<file path="config.mk">
export PLATFORM = sky130hd
export DESIGN_NAME = fep_pcs
export DESIGN_NICKNAME = d
export VERILOG_FILES = /design/src/inc/fep_pkg.sv /design/src/verilog/fep_dec5.sv /design/src/verilog/fep_pcs.sv
export SDC_FILE = /design/constraint.sdc
export NUM_CORES = 1
export LEC_CHECK = 0
export BUFFER_PORTS_ARGS = -buffer_cell sky130_fd_sc_hd__buf_2
export CORE_UTILIZATION = 60
export DETAILED_ROUTE_END_ITERATION = 12
export HOLD_SLACK_MARGIN = 0.12
export MAX_ROUTING_LAYER = met4
export PLACE_DENSITY = 0.81
export SYNTH_ARGS = -nofsm -noshare
export SYNTH_HDL_FRONTEND = slang
export SYNTH_SLANG_ARGS = --single-unit
</file>
<file path="constraint.sdc">
create_clock -name clk_i -period 2.1 [get_ports clk_i]
set_input_delay 0.525 -clock clk_i [delete_from_list [all_inputs] [get_ports clk_i]]
set_output_delay 0.525 -clock clk_i [all_outputs]
set_load 0.05 [all_outputs]
</file>
<file path="src/inc/fep_pkg.sv">
// Shared constants, code table and state types of the fast Ethernet coding path.
package fep_pkg;

   // Clock and timing.
   localparam int CLK_NS          = 10;
   localparam int HALF10_NS       = 50;
   localparam int HALF10_CYC      = (HALF10_NS + CLK_NS - 1) / CLK_NS;
   localparam int BIT10_CYC       = 2 * HALF10_CYC;
   localparam int SYM_BITS        = 5;
   localparam int NIB10_BITS      = 4;
   localparam int IDLE_WIN_BYTES  = 4000;
   localparam int CODE_BITS_BYTE  = 2 * SYM_BITS;
   localparam int IDLE_WIN_CODE   = IDLE_WIN_BYTES * CODE_BITS_BYTE;
   localparam int WIN_W           = 17;
   localparam int IDLE_RUN_BITS   = 2 * SYM_BITS;
   localparam int LOCK_BITS_DEF   = 30;

   // Scrambler taps and seed filler.
   localparam int          LFSR_W    = 11;
   localparam int          TAP_A     = 8;
   localparam int          TAP_B     = 10;
   localparam logic [5:0]  SEED_FILL = 6'h3f;

   // Five-bit control code-groups.
   localparam logic [4:0] CG_J = 5'h18;
   localparam logic [4:0] CG_K = 5'h11;
   localparam logic [4:0] CG_T = 5'h0d;
   localparam logic [4:0] CG_R = 5'h07;
   localparam logic [4:0] CG_I = 5'h1f;
   localparam logic [4:0] CG_H = 5'h04;

   // Receive nibbles with fixed meaning.
   localparam logic [3:0] NIB_SSD     = 4'h5;
   localparam logic [3:0] NIB_BAD_SSD = 4'he;

   // Line level codes for the three-level output.
   localparam logic [1:0] LVL_ZERO = 2'h0;
   localparam logic [1:0] LVL_PLUS = 2'h1;
   localparam logic [1:0] LVL_MIN  = 2'h3;

   typedef enum logic [1:0] {TX_IDLE, TX_K, TX_DATA, TX_R} fep_tx_state_t;

   // Receive side decode result of one code-group.
   typedef struct packed {
      logic [3:0] nib;
      logic       is_data;
      logic       is_k;
      logic       is_t;
      logic       is_r;
      logic       is_i;
   } fep_dec_t;

   // MII transmit inputs from the MAC.
   typedef struct packed {
      logic [3:0] nibble;
      logic       valid;
      logic       error;
   } fep_mii_tx_t;

   // MII receive outputs to the MAC.
   typedef struct packed {
      logic [3:0] nibble;
      logic       valid;
      logic       error;
      logic       clock;
      logic       carrier;
   } fep_mii_rx_t;

   // Whole state of the coding path.
   typedef struct packed {
      fep_tx_state_t     txs;
      logic [3:0]        sub;
      logic [2:0]        bitc;
      logic              txclk;
      logic [4:0]        sym;
      logic [3:0]        nib10;
      logic              act10;
      logic [LFSR_W-1:0] txlfsr;
      logic              seeded;
      logic              nrzi;
      logic [1:0]        mph;
      logic [1:0]        mlt;
      logic              man;
      logic [1:0]        lvl1;
      logic [1:0]        lvl2;
      logic [1:0]        lvlp;
      logic              lf1;
      logic              lf2;
      logic              sp1;
      logic              sp2;
      logic [LFSR_W-1:0] rxlfsr;
      logic              locked;
      logic [5:0]        mcnt;
      logic [14:0]       rsh;
      logic [WIN_W-1:0]  win;
      logic [3:0]        ones;
      logic [2:0]        rph;
      logic              inframe;
      logic [4:0]        held;
      fep_mii_rx_t       rx;
   } fep_state_t;

   function automatic logic [4:0] fep_encode(input logic [3:0] n);
      logic [4:0] c;
      c = CG_I;
      unique case (n)
         4'h0: c = 5'h1e;
         4'h1: c = 5'h09;
         4'h2: c = 5'h14;
         4'h3: c = 5'h15;
         4'h4: c = 5'h0a;
         4'h5: c = 5'h0b;
         4'h6: c = 5'h0e;
         4'h7: c = 5'h0f;
         4'h8: c = 5'h12;
         4'h9: c = 5'h13;
         4'ha: c = 5'h16;
         4'hb: c = 5'h17;
         4'hc: c = 5'h1a;
         4'hd: c = 5'h1b;
         4'he: c = 5'h1c;
         4'hf: c = 5'h1d;
      endcase
      return c;
   endfunction

endpackage

</file>
<file path="src/verilog/fep_dec5.sv">
// Five-bit to four-bit code-group decoder with control symbol flags.
`timescale 1ns/100ps
module fep_dec5
   import fep_pkg::*;
(
   // Code-group in, decode out.
   input  wire logic [4:0] code_i,
   output fep_dec_t        dec_o
);

   always_comb begin
      dec_o = '0;
      for (int n = 0; n < 16; n++) begin
         if (fep_encode(4'(n)) == code_i) begin
            dec_o.nib     = 4'(n);
            dec_o.is_data = 1'b1;
         end
      end
      dec_o.is_k = (code_i == CG_K);
      dec_o.is_t = (code_i == CG_T);
      dec_o.is_r = (code_i == CG_R);
      dec_o.is_i = (code_i == CG_I);
   end

endmodule

</file>
<file path="src/verilog/fep_pcs.sv">
// Fast Ethernet coding path: MII transmit to MLT-3 or Manchester, line to MII receive.
`timescale 1ns/100ps
// Contract
// - Capture nibble each transmit clock rise
// - Data nibbles map to sixteen code-groups
// - Send idle between frames, H for errors
// - Scrambler seeded from address, serialises groups
// - Scrambled stream is NRZI coded
// - One bits step MLT-3 level, zeros hold
// - Descrambler learns key on idles, then holds
// - Idles must appear within 4000-byte window
// - Missing idles abort reception, reacquire key
// - J/K sets alignment until next frame
// - Decode groups; J/K gives two 0101 nibbles
// - Valid rises with first delimiter nibble
// - T/R or two idles end frame
// - Link failure drops receive valid
// - Unexpected group in frame raises error
// - Bad start delimiter gives error and 1110
// - Receive clock recovered, else from reference (fast mode only; in 10 Mbit mode the group phase keeps counting)
// - 10 Mbit nibbles serialised, Manchester coded
// - Device drives the transmit clock
module fep_pcs
   import fep_pkg::*;
#(
   parameter int IDLE_WIN_BITS = IDLE_WIN_CODE,
   parameter int LOCK_BITS     = LOCK_BITS_DEF
)
(
   // Clock and reset.
   input  wire logic       clk_i,
   input  wire logic       rst_b_i,
   // Configuration.
   input  wire logic [4:0] phy_addr_i,
   input  wire logic       speed_10_i,
   // Line status from the analog side.
   input  wire logic       link_fail_i,
   input  wire logic       rx_signal_present_i,
   input  wire logic [1:0] rx_mlt3_i,
   // MII transmit.
   input  wire logic [3:0] tx_nibble_bus_i,
   input  wire logic       tx_valid_strobe_i,
   input  wire logic       tx_error_strobe_i,
   output logic            tx_mii_clock_o,
   // MII receive.
   output logic [3:0]      rx_nibble_bus_o,
   output logic            rx_valid_strobe_o,
   output logic            rx_error_strobe_o,
   output logic            rx_mii_clock_o,
   output logic            carrier_sense_o,
   // Line outputs.
   output logic            nrzi_o,
   output logic [1:0]      mlt3_o,
   output logic            manchester_o
);

   fep_state_t  s_r;
   fep_state_t  s_nxt;
   fep_mii_tx_t mtx;
   fep_dec_t    dec_held;
   fep_dec_t    dec_cur;
   logic [14:0] rsh_n;

   assign mtx = '{nibble: tx_nibble_bus_i, valid: tx_valid_strobe_i, error: tx_error_strobe_i};

   fep_dec5 u_dec_held (
      .code_i (s_r.held),
      .dec_o  (dec_held)
   );

   fep_dec5 u_dec_cur (
      .code_i (rsh_n[4:0]),
      .dec_o  (dec_cur)
   );

   always_comb begin
      logic [3:0] sub_lim;
      logic [2:0] bit_lim;
      logic       bnd;
      logic       sbit;
      logic       fb;
      logic       scr;
      logic       cbit;
      logic       rfb;
      logic       pbit;
      logic       idle_seen;
      logic       grp;
      logic       fin;
      sub_lim   = speed_10_i ? 4'(BIT10_CYC - 1) : 4'h0;
      bit_lim   = speed_10_i ? 3'(NIB10_BITS - 1) : 3'(SYM_BITS - 1);
      bnd       = (s_r.sub == sub_lim) && (s_r.bitc == bit_lim);
      s_nxt     = s_r;
      sbit      = 1'b0;
      fb        = 1'b0;
      scr       = 1'b0;
      cbit      = 1'b0;
      rfb       = 1'b0;
      pbit      = 1'b0;
      idle_seen = 1'b0;
      grp       = 1'b0;
      fin       = 1'b0;
      rsh_n     = s_r.rsh;

      // Nibble timing; the transmit clock rises on the boundary edge.
      if (s_r.sub == sub_lim) begin
         s_nxt.sub  = 4'h0;
         s_nxt.bitc = (s_r.bitc == bit_lim) ? 3'h0 : s_r.bitc + 3'h1;
      end else begin
         s_nxt.sub = s_r.sub + 4'h1;
      end
      s_nxt.txclk = (s_nxt.bitc < 3'h2);

      // Fast mode: one code bit per clock, five per nibble.
      if (!speed_10_i) begin
         sbit       = s_r.sym[4];
         s_nxt.sym  = {s_r.sym[3:0], 1'b0};
         fb         = s_r.txlfsr[TAP_A] ^ s_r.txlfsr[TAP_B];
         s_nxt.txlfsr = {s_r.txlfsr[LFSR_W-2:0], fb};
         scr        = sbit ^ fb;
         s_nxt.nrzi = s_r.nrzi ^ scr;
         if (s_nxt.nrzi != s_r.nrzi) begin
            s_nxt.mph = s_r.mph + 2'h1;
         end
         s_nxt.mlt = s_nxt.mph[0] ? (s_nxt.mph[1] ? LVL_MIN : LVL_PLUS) : LVL_ZERO;
         if (bnd) begin
            // The nibble is taken on the rising edge of the transmit clock.
            unique case (s_r.txs)
               TX_IDLE: begin
                  if (mtx.valid) begin
                     s_nxt.sym = CG_J;
                     s_nxt.txs = TX_K;
                  end else begin
                     s_nxt.sym = CG_I;
                  end
               end
               TX_K: begin
                  s_nxt.sym = CG_K;
                  s_nxt.txs = TX_DATA;
               end
               TX_DATA: begin
                  if (mtx.valid) begin
                     s_nxt.sym = mtx.error ? CG_H : fep_encode(mtx.nibble);
                  end else begin
                     s_nxt.sym = CG_T;
                     s_nxt.txs = TX_R;
                  end
               end
               TX_R: begin
                  s_nxt.sym = CG_R;
                  s_nxt.txs = TX_IDLE;
               end
            endcase
         end
         s_nxt.act10 = 1'b0;
         s_nxt.man   = 1'b0;
      end else begin
         // Slow mode: four bits per nibble, least significant first.
         s_nxt.txs = TX_IDLE;
         s_nxt.man = s_r.act10 & ((s_r.sub < 4'(HALF10_CYC)) ? ~s_r.nib10[0] : s_r.nib10[0]);
         if (s_r.sub == sub_lim) begin
            s_nxt.nib10 = {1'b0, s_r.nib10[3:1]};
         end
         if (bnd) begin
            s_nxt.nib10 = mtx.nibble;
            s_nxt.act10 = mtx.valid;
         end
      end

      // The seed is loaded on the first edge after reset, never by the reset itself.
      if (!s_r.seeded) begin
         s_nxt.seeded = 1'b1;
         s_nxt.txlfsr = {phy_addr_i, SEED_FILL};
      end

      // Line and status inputs pass two flip-flops.
      s_nxt.lvl1 = rx_mlt3_i;
      s_nxt.lvl2 = s_r.lvl1;
      s_nxt.lf1  = link_fail_i;
      s_nxt.lf2  = s_r.lf1;
      s_nxt.sp1  = rx_signal_present_i;
      s_nxt.sp2  = s_r.sp1;
      s_nxt.lvlp = s_r.lvl2;

      // Any level change is a code bit of one.
      cbit = (s_r.lvl2 != s_r.lvlp);
      rfb  = s_r.rxlfsr[TAP_A] ^ s_r.rxlfsr[TAP_B];
      if (!s_r.locked) begin
         // During idle the plain bits are all ones, so the inverted line bit is the key.
         s_nxt.rxlfsr = {s_r.rxlfsr[LFSR_W-2:0], ~cbit};
         if (rfb == ~cbit) begin
            if (s_r.mcnt == 6'(LOCK_BITS - 1)) begin
               s_nxt.locked = 1'b1;
               s_nxt.mcnt   = 6'h0;
               s_nxt.win    = '0;
            end else begin
               s_nxt.mcnt = s_r.mcnt + 6'h1;
            end
         end else begin
            s_nxt.mcnt = 6'h0;
         end
      end else begin
         s_nxt.rxlfsr = {s_r.rxlfsr[LFSR_W-2:0], rfb};
         pbit         = cbit ^ rfb;
      end
      rsh_n     = {s_r.rsh[13:0], pbit};
      s_nxt.rsh = rsh_n;
      s_nxt.ones = pbit ? ((s_r.ones == 4'hf) ? 4'hf : s_r.ones + 4'h1) : 4'h0;
      idle_seen  = (s_nxt.ones >= 4'(IDLE_RUN_BITS));

      // Receive clock: group phase, or transmit timing in fast mode when no signal is present.
      s_nxt.rph = (s_r.rph == 3'(SYM_BITS - 1)) ? 3'h0 : s_r.rph + 3'h1;
      grp       = (s_r.rph == 3'(SYM_BITS - 1));
      if (!s_r.sp2) begin
         s_nxt.rph = speed_10_i ? s_nxt.rph : s_nxt.bitc;
      end

      if (!s_r.inframe) begin
         if (grp) begin
            s_nxt.rx.valid = 1'b0;
            s_nxt.rx.error = 1'b0;
         end
         if (s_r.locked && (rsh_n[9:0] == {CG_J, CG_K})) begin
            s_nxt.inframe   = 1'b1;
            s_nxt.rph       = 3'h0;
            s_nxt.held      = CG_K;
            s_nxt.rx.nibble = NIB_SSD;
            s_nxt.rx.valid  = 1'b1;
            s_nxt.rx.error  = 1'b0;
         end else if (s_r.locked && (rsh_n[14:10] == CG_I) && (rsh_n[9:5] == CG_J)) begin
            s_nxt.rph       = 3'h0;
            s_nxt.rx.nibble = NIB_BAD_SSD;
            s_nxt.rx.error  = 1'b1;
            s_nxt.rx.valid  = 1'b0;
         end
      end else if (grp) begin
         s_nxt.held = rsh_n[4:0];
         if (dec_held.is_t) begin
            fin = dec_cur.is_r;
            s_nxt.rx.error = ~dec_cur.is_r;
         end else if (dec_held.is_i) begin
            fin = dec_cur.is_i;
            s_nxt.rx.error = ~dec_cur.is_i;
         end else if (dec_held.is_k) begin
            s_nxt.rx.nibble = NIB_SSD;
            s_nxt.rx.error  = 1'b0;
         end else if (dec_held.is_data) begin
            s_nxt.rx.nibble = dec_held.nib;
            s_nxt.rx.error  = 1'b0;
         end else begin
            s_nxt.rx.error = 1'b1;
         end
         s_nxt.rx.valid = 1'b1;
      end

      // Idle watchdog on the locked key.
      if (s_r.locked) begin
         s_nxt.win = idle_seen ? '0 : s_r.win + WIN_W'(1);
         if (s_r.win == WIN_W'(IDLE_WIN_BITS - 1)) begin
            s_nxt.locked = 1'b0;
            s_nxt.win    = '0;
            fin          = 1'b1;
         end
      end
      if (s_r.lf2) begin
         fin = 1'b1;
      end
      if (fin) begin
         s_nxt.inframe  = 1'b0;
         s_nxt.rx.valid = 1'b0;
         s_nxt.rx.error = 1'b0;
      end
      s_nxt.rx.carrier = s_nxt.inframe;
      // Outputs change two clocks before the receive clock rises.
      s_nxt.rx.clock = (s_nxt.rph == 3'h2) || (s_nxt.rph == 3'h3);
   end

   always_ff @(posedge clk_i or negedge rst_b_i) begin
      if (!rst_b_i) begin
         s_r        <= '0;
         // Starting the bit count at its wrap point keeps the first clock pulse full width.
         s_r.bitc   <= '1;
         s_r.txs    <= TX_IDLE;
         s_r.sym    <= CG_I;
         s_r.txlfsr <= {5'h00, SEED_FILL};
         s_r.rxlfsr <= '0;
      end else begin
         s_r <= s_nxt;
      end
   end

   assign tx_mii_clock_o    = s_r.txclk;
   assign rx_nibble_bus_o   = s_r.rx.nibble;
   assign rx_valid_strobe_o = s_r.rx.valid;
   assign rx_error_strobe_o = s_r.rx.error;
   assign rx_mii_clock_o    = s_r.rx.clock;
   assign carrier_sense_o   = s_r.rx.carrier;
   assign nrzi_o            = s_r.nrzi;
   assign mlt3_o            = s_r.mlt;
   assign manchester_o      = s_r.man;

endmodule

</file>
==> impl_metrics.json <==
{
  "outcome": "finished with violations",
  "violations": "design-rule violations",
  "slew_viol_final": 0,
  "cts_max_level": 4,
  "first_global_vias": 4160,
  "use_met2_pct": 43.61,
  "synthArstFlopShare_pct": 100.0,
  "routed_wirelength_um": 11580,
  "grt_max_degree": 45,
  "grtUsageMet1_pct": 31.14,
  "ys_ff_latch": 116,
  "antenna_found_initial": 0,
  "grt_util_all_layers_pct": 26.21,
  "ys.flop_type": "dfrtp_1",
  "grt_pass1_wl_um": 19260,
  "max_cap_viol_count": 0,
  "setup_tns_ns": 0,
  "io_buffers": 30,
  "final_hold_viol_count": 0,
  "core.rowCount": 34,
  "required_ns": 2.48,
  "netlist_area_sq_um": 5580,
  "syn_inst": 540,
  "clock_tree.root_cell": "clkbuf_8",
  "core_sq_um": 8848,
  "min_path_cells": 3,
  "vias": 4178,
  "placed_cell_area_sq_um": 5906,
  "reg2reg_from": "s_r[70]",
  "ant_nets": 0,
  "hpwl_um": 7325,
  "synth_cell_type_count": 76,
  "ios": 31,
  "worstMarginPinSlew_ns": 0.5811,
  "ys_warn_count": 0,
  "p_leak_nw": 2.986,
  "fp.dieH_um": 98.44,
  "worstSetupPathType": "reg -> reg",
  "holdWs_ns": 0.2625,
  "hold_end": "s_r[96]",
  "worstHoldPathType": "in -> reg",
  "crit_path_end_kind": "flip-flop",
  "p_per_area_nw_per_um2": 1027,
  "period_needed_ns": 2.000,
  "insertion_delay_ns": 0.51,
  "multi_input_area_sq_um": 2460,
  "drt_iter0_drc": 171,
  "reg2reg_slack_ns": 0.10,
  "met3_usage_pct": 5.745,
  "ff2ff_path_depth": 6,
  "drc_errors": 1,
  "rsz0062_at_grt": "yes",
  "numCtsBuffers": 17,
  "hold_path_startpoint": "phy_addr_i[2]",
  "start_kind": "flip-flop",
  "layout-drive-gt1-share_pct": 22.76,
  "nets": 620,
  "final_cell_area_sq_um": 6554,
  "max_freq_mhz": 500.1,
  "firstDrtPassIters": 9,
  "syn_avg_cell_area_sq_um": 10.33,
  "cts_tree": "yes",
  "n_antenna_cell": 0,
  "synth_edf_count": 0,
  "worstPathMaxFanout": 4,
  "skew_ns": 0.008688,
  "syn_nets": 571,
  "cts_sinks": 116,
  "yosysSeqAreaShare_pct": 52.33,
  "fin_cells": 710,
  "place.gp.congestion": 0.8993,
  "fillers": 560,
  "busiest_layer": "met2",
  "dp_cells": 673,
  "clkSlewWorstSetupHoldPaths_ns": 0.06,
  "die_x_um": 98.44,
  "seq_area_sq_um": 2922,
  "die_area_sq_um": 9690,
  "setup_viol": 0,
  "areaGrowthSynthToFinish_pct": 17.44,
  "fin_util_pct": 74.07,
  "worstPathArrival_ns": 2.38,
  "wl_per_cell_um": 16.31,
  "vias_per_cell": 5.885,
  "period_share_pct": 95.22,
  "reg2reg_to": "carrier_sense_o",
  "cts_max_path_buffers": 2,
  "grt_overflow": 0,
  "initial_core_util_pct": 63.07,
  "slew-limit-headroom_pct": 61.26,
  "peakVddDrop_v": 0.0007966
}
worst max-delay path: stages (launching register included):
cell and delay (ns):
dfrtp_1 0.41, xnor2_1 0.32, o211ai_2 0.28, a211oi_1 0.31, a21oi_1 0.10, o31ai_2 0.34, nor2_1 0.10
through the flow:
| step | total power [mW] | worst slack, ns |
|---|---|---|
| floorplan | 3.645 | 0.09900 |
| global placement | 3.897 | 0.1000 |
| detailed placement | 3.982 | 0.04947 |
| CTS | 6.769 | 0.02977 |
| global route | 7.041 | -0.01157 |
| finish | 6.729 | 0.1005 |
worst max-delay path by stage:
stage	startpoint	end	slack [ns]
3_3_place_gp	s_r[17]	s_r[26]	0.10
4_1_cts	s_r[17]	s_r[26]	0.03
6_report	s_r[70]	carrier_sense_o	0.10
3_5_place_dp	s_r[17]	s_r[26]	0.05
5_1_grt	s_r[70]	rx_error_strobe_o	-0.01
2_1_floorplan	carrier_sense_o	rx_nibble_bus_o[0]	0.1
registers in the layout, indices dropped and copies added, names as in the netlist:
register,flops
manchester_o,1
s_r,84
carrier_sense_o,1
mlt3_o,1
rx_mii_clock_o,1
rx_nibble_bus_o,4
s_nxt,6
nrzi_o,1
tx_mii_clock_o,1
rx_valid_strobe_o,1
rsh_n,14
rx_error_strobe_o,1
cell usage in the layout (no fill, tap or decap), types with 4 or more instances in the layout:
master         Yosys  final
nand2_1           67     67
xor2_1             7      7
dlygate4sd3_1      0      5
nand3_1           30     30
dfrtp_1          102    101
clkbuf_16          0     16
xnor2_1           11     11
and3_1             8      8
nor3_1            10      9
a21oi_1           36     36
a211oi_1           9      9
buf_2              6     29
clkinvlp_4         0      4
buf_4              8     21
o21ai_1            4      4
mux2i_1           20     20
nor2_1            37     37
a21o_1             5      5
o31ai_1            6      6
ha_1              13     13
dfstp_2           14     14
inv_1             17     17
o21ai_0           34     34
final cells by class:
type	instances	share of cell area (%)
Sequential cell	116	44.58
Multi-Input combinational cell	379	37.53
Clock buffer	20	6.796
Timing Repair Buffer	57	5.995
Tap cell	108	2.062
Clock inverter	12	2.005
Inverter	18	1.031
synthesized netlist by cell type (all sizes together) (4+ instances only):
master / count / area share, %
dfrtp: 102 / 46
nand2: 69 / 4.7
a21oi: 40 / 4.1
o21ai: 39 / 3.6
nor2: 37 / 2.5
nand3: 32 / 3.0
mux2i: 20 / 3.6
inv: 18 / 1.2
buf: 17 / 2.1
dfstp: 14 / 6.6
ha: 13 / 2.9
a211oi: 11 / 1.7
xnor2: 11 / 1.7
clkbuf: 10 / 0.67
nor3: 10 / 0.90
and3: 8 / 0.90
o31ai: 8 / 1.4
xor2: 7 / 1.1
a21boi: 5 / 0.94
a21o: 5 / 0.67
or2: 5 / 0.61
nand2b: 4 / 0.45
nand4: 4 / 0.56
o21a: 4 / 0.56
cells by family after synthesis:
family / share of synthesized area, %
flip-flops: 52.33
AND/OR/NAND/NOR: 16.86
buffers and inverters: 3.969
XOR/XNOR: 2.825
AO/OA/AOI/OAI: 16.84
other: 0.06720
adder cells (fa/ha/maj): 2.915
multiplexers: 4.193
timing repair:
item                                    CTS  global route
endpoints found under the hold margin    31             1
hold buffers                              4             1
setup buffers                             0             0
gates resized for setup                   0             4
endpoints found under the setup margin    0            20
where the power goes:
group	total, mW	internal (mW)	switching, mW
clock	2.73	1.75	0.986
combinational	1.22	0.479	0.737
sequential	2.78	2.54	0.243
total	6.73	4.76	1.97
routing by layer:
metal	wire length, um	share of wire, %
met2	5977	52
met1	4933	43
met3	404	3.5
met5	0	0
met4	265	2.3
No activity file was read; power rests on OpenSTA's default activity.
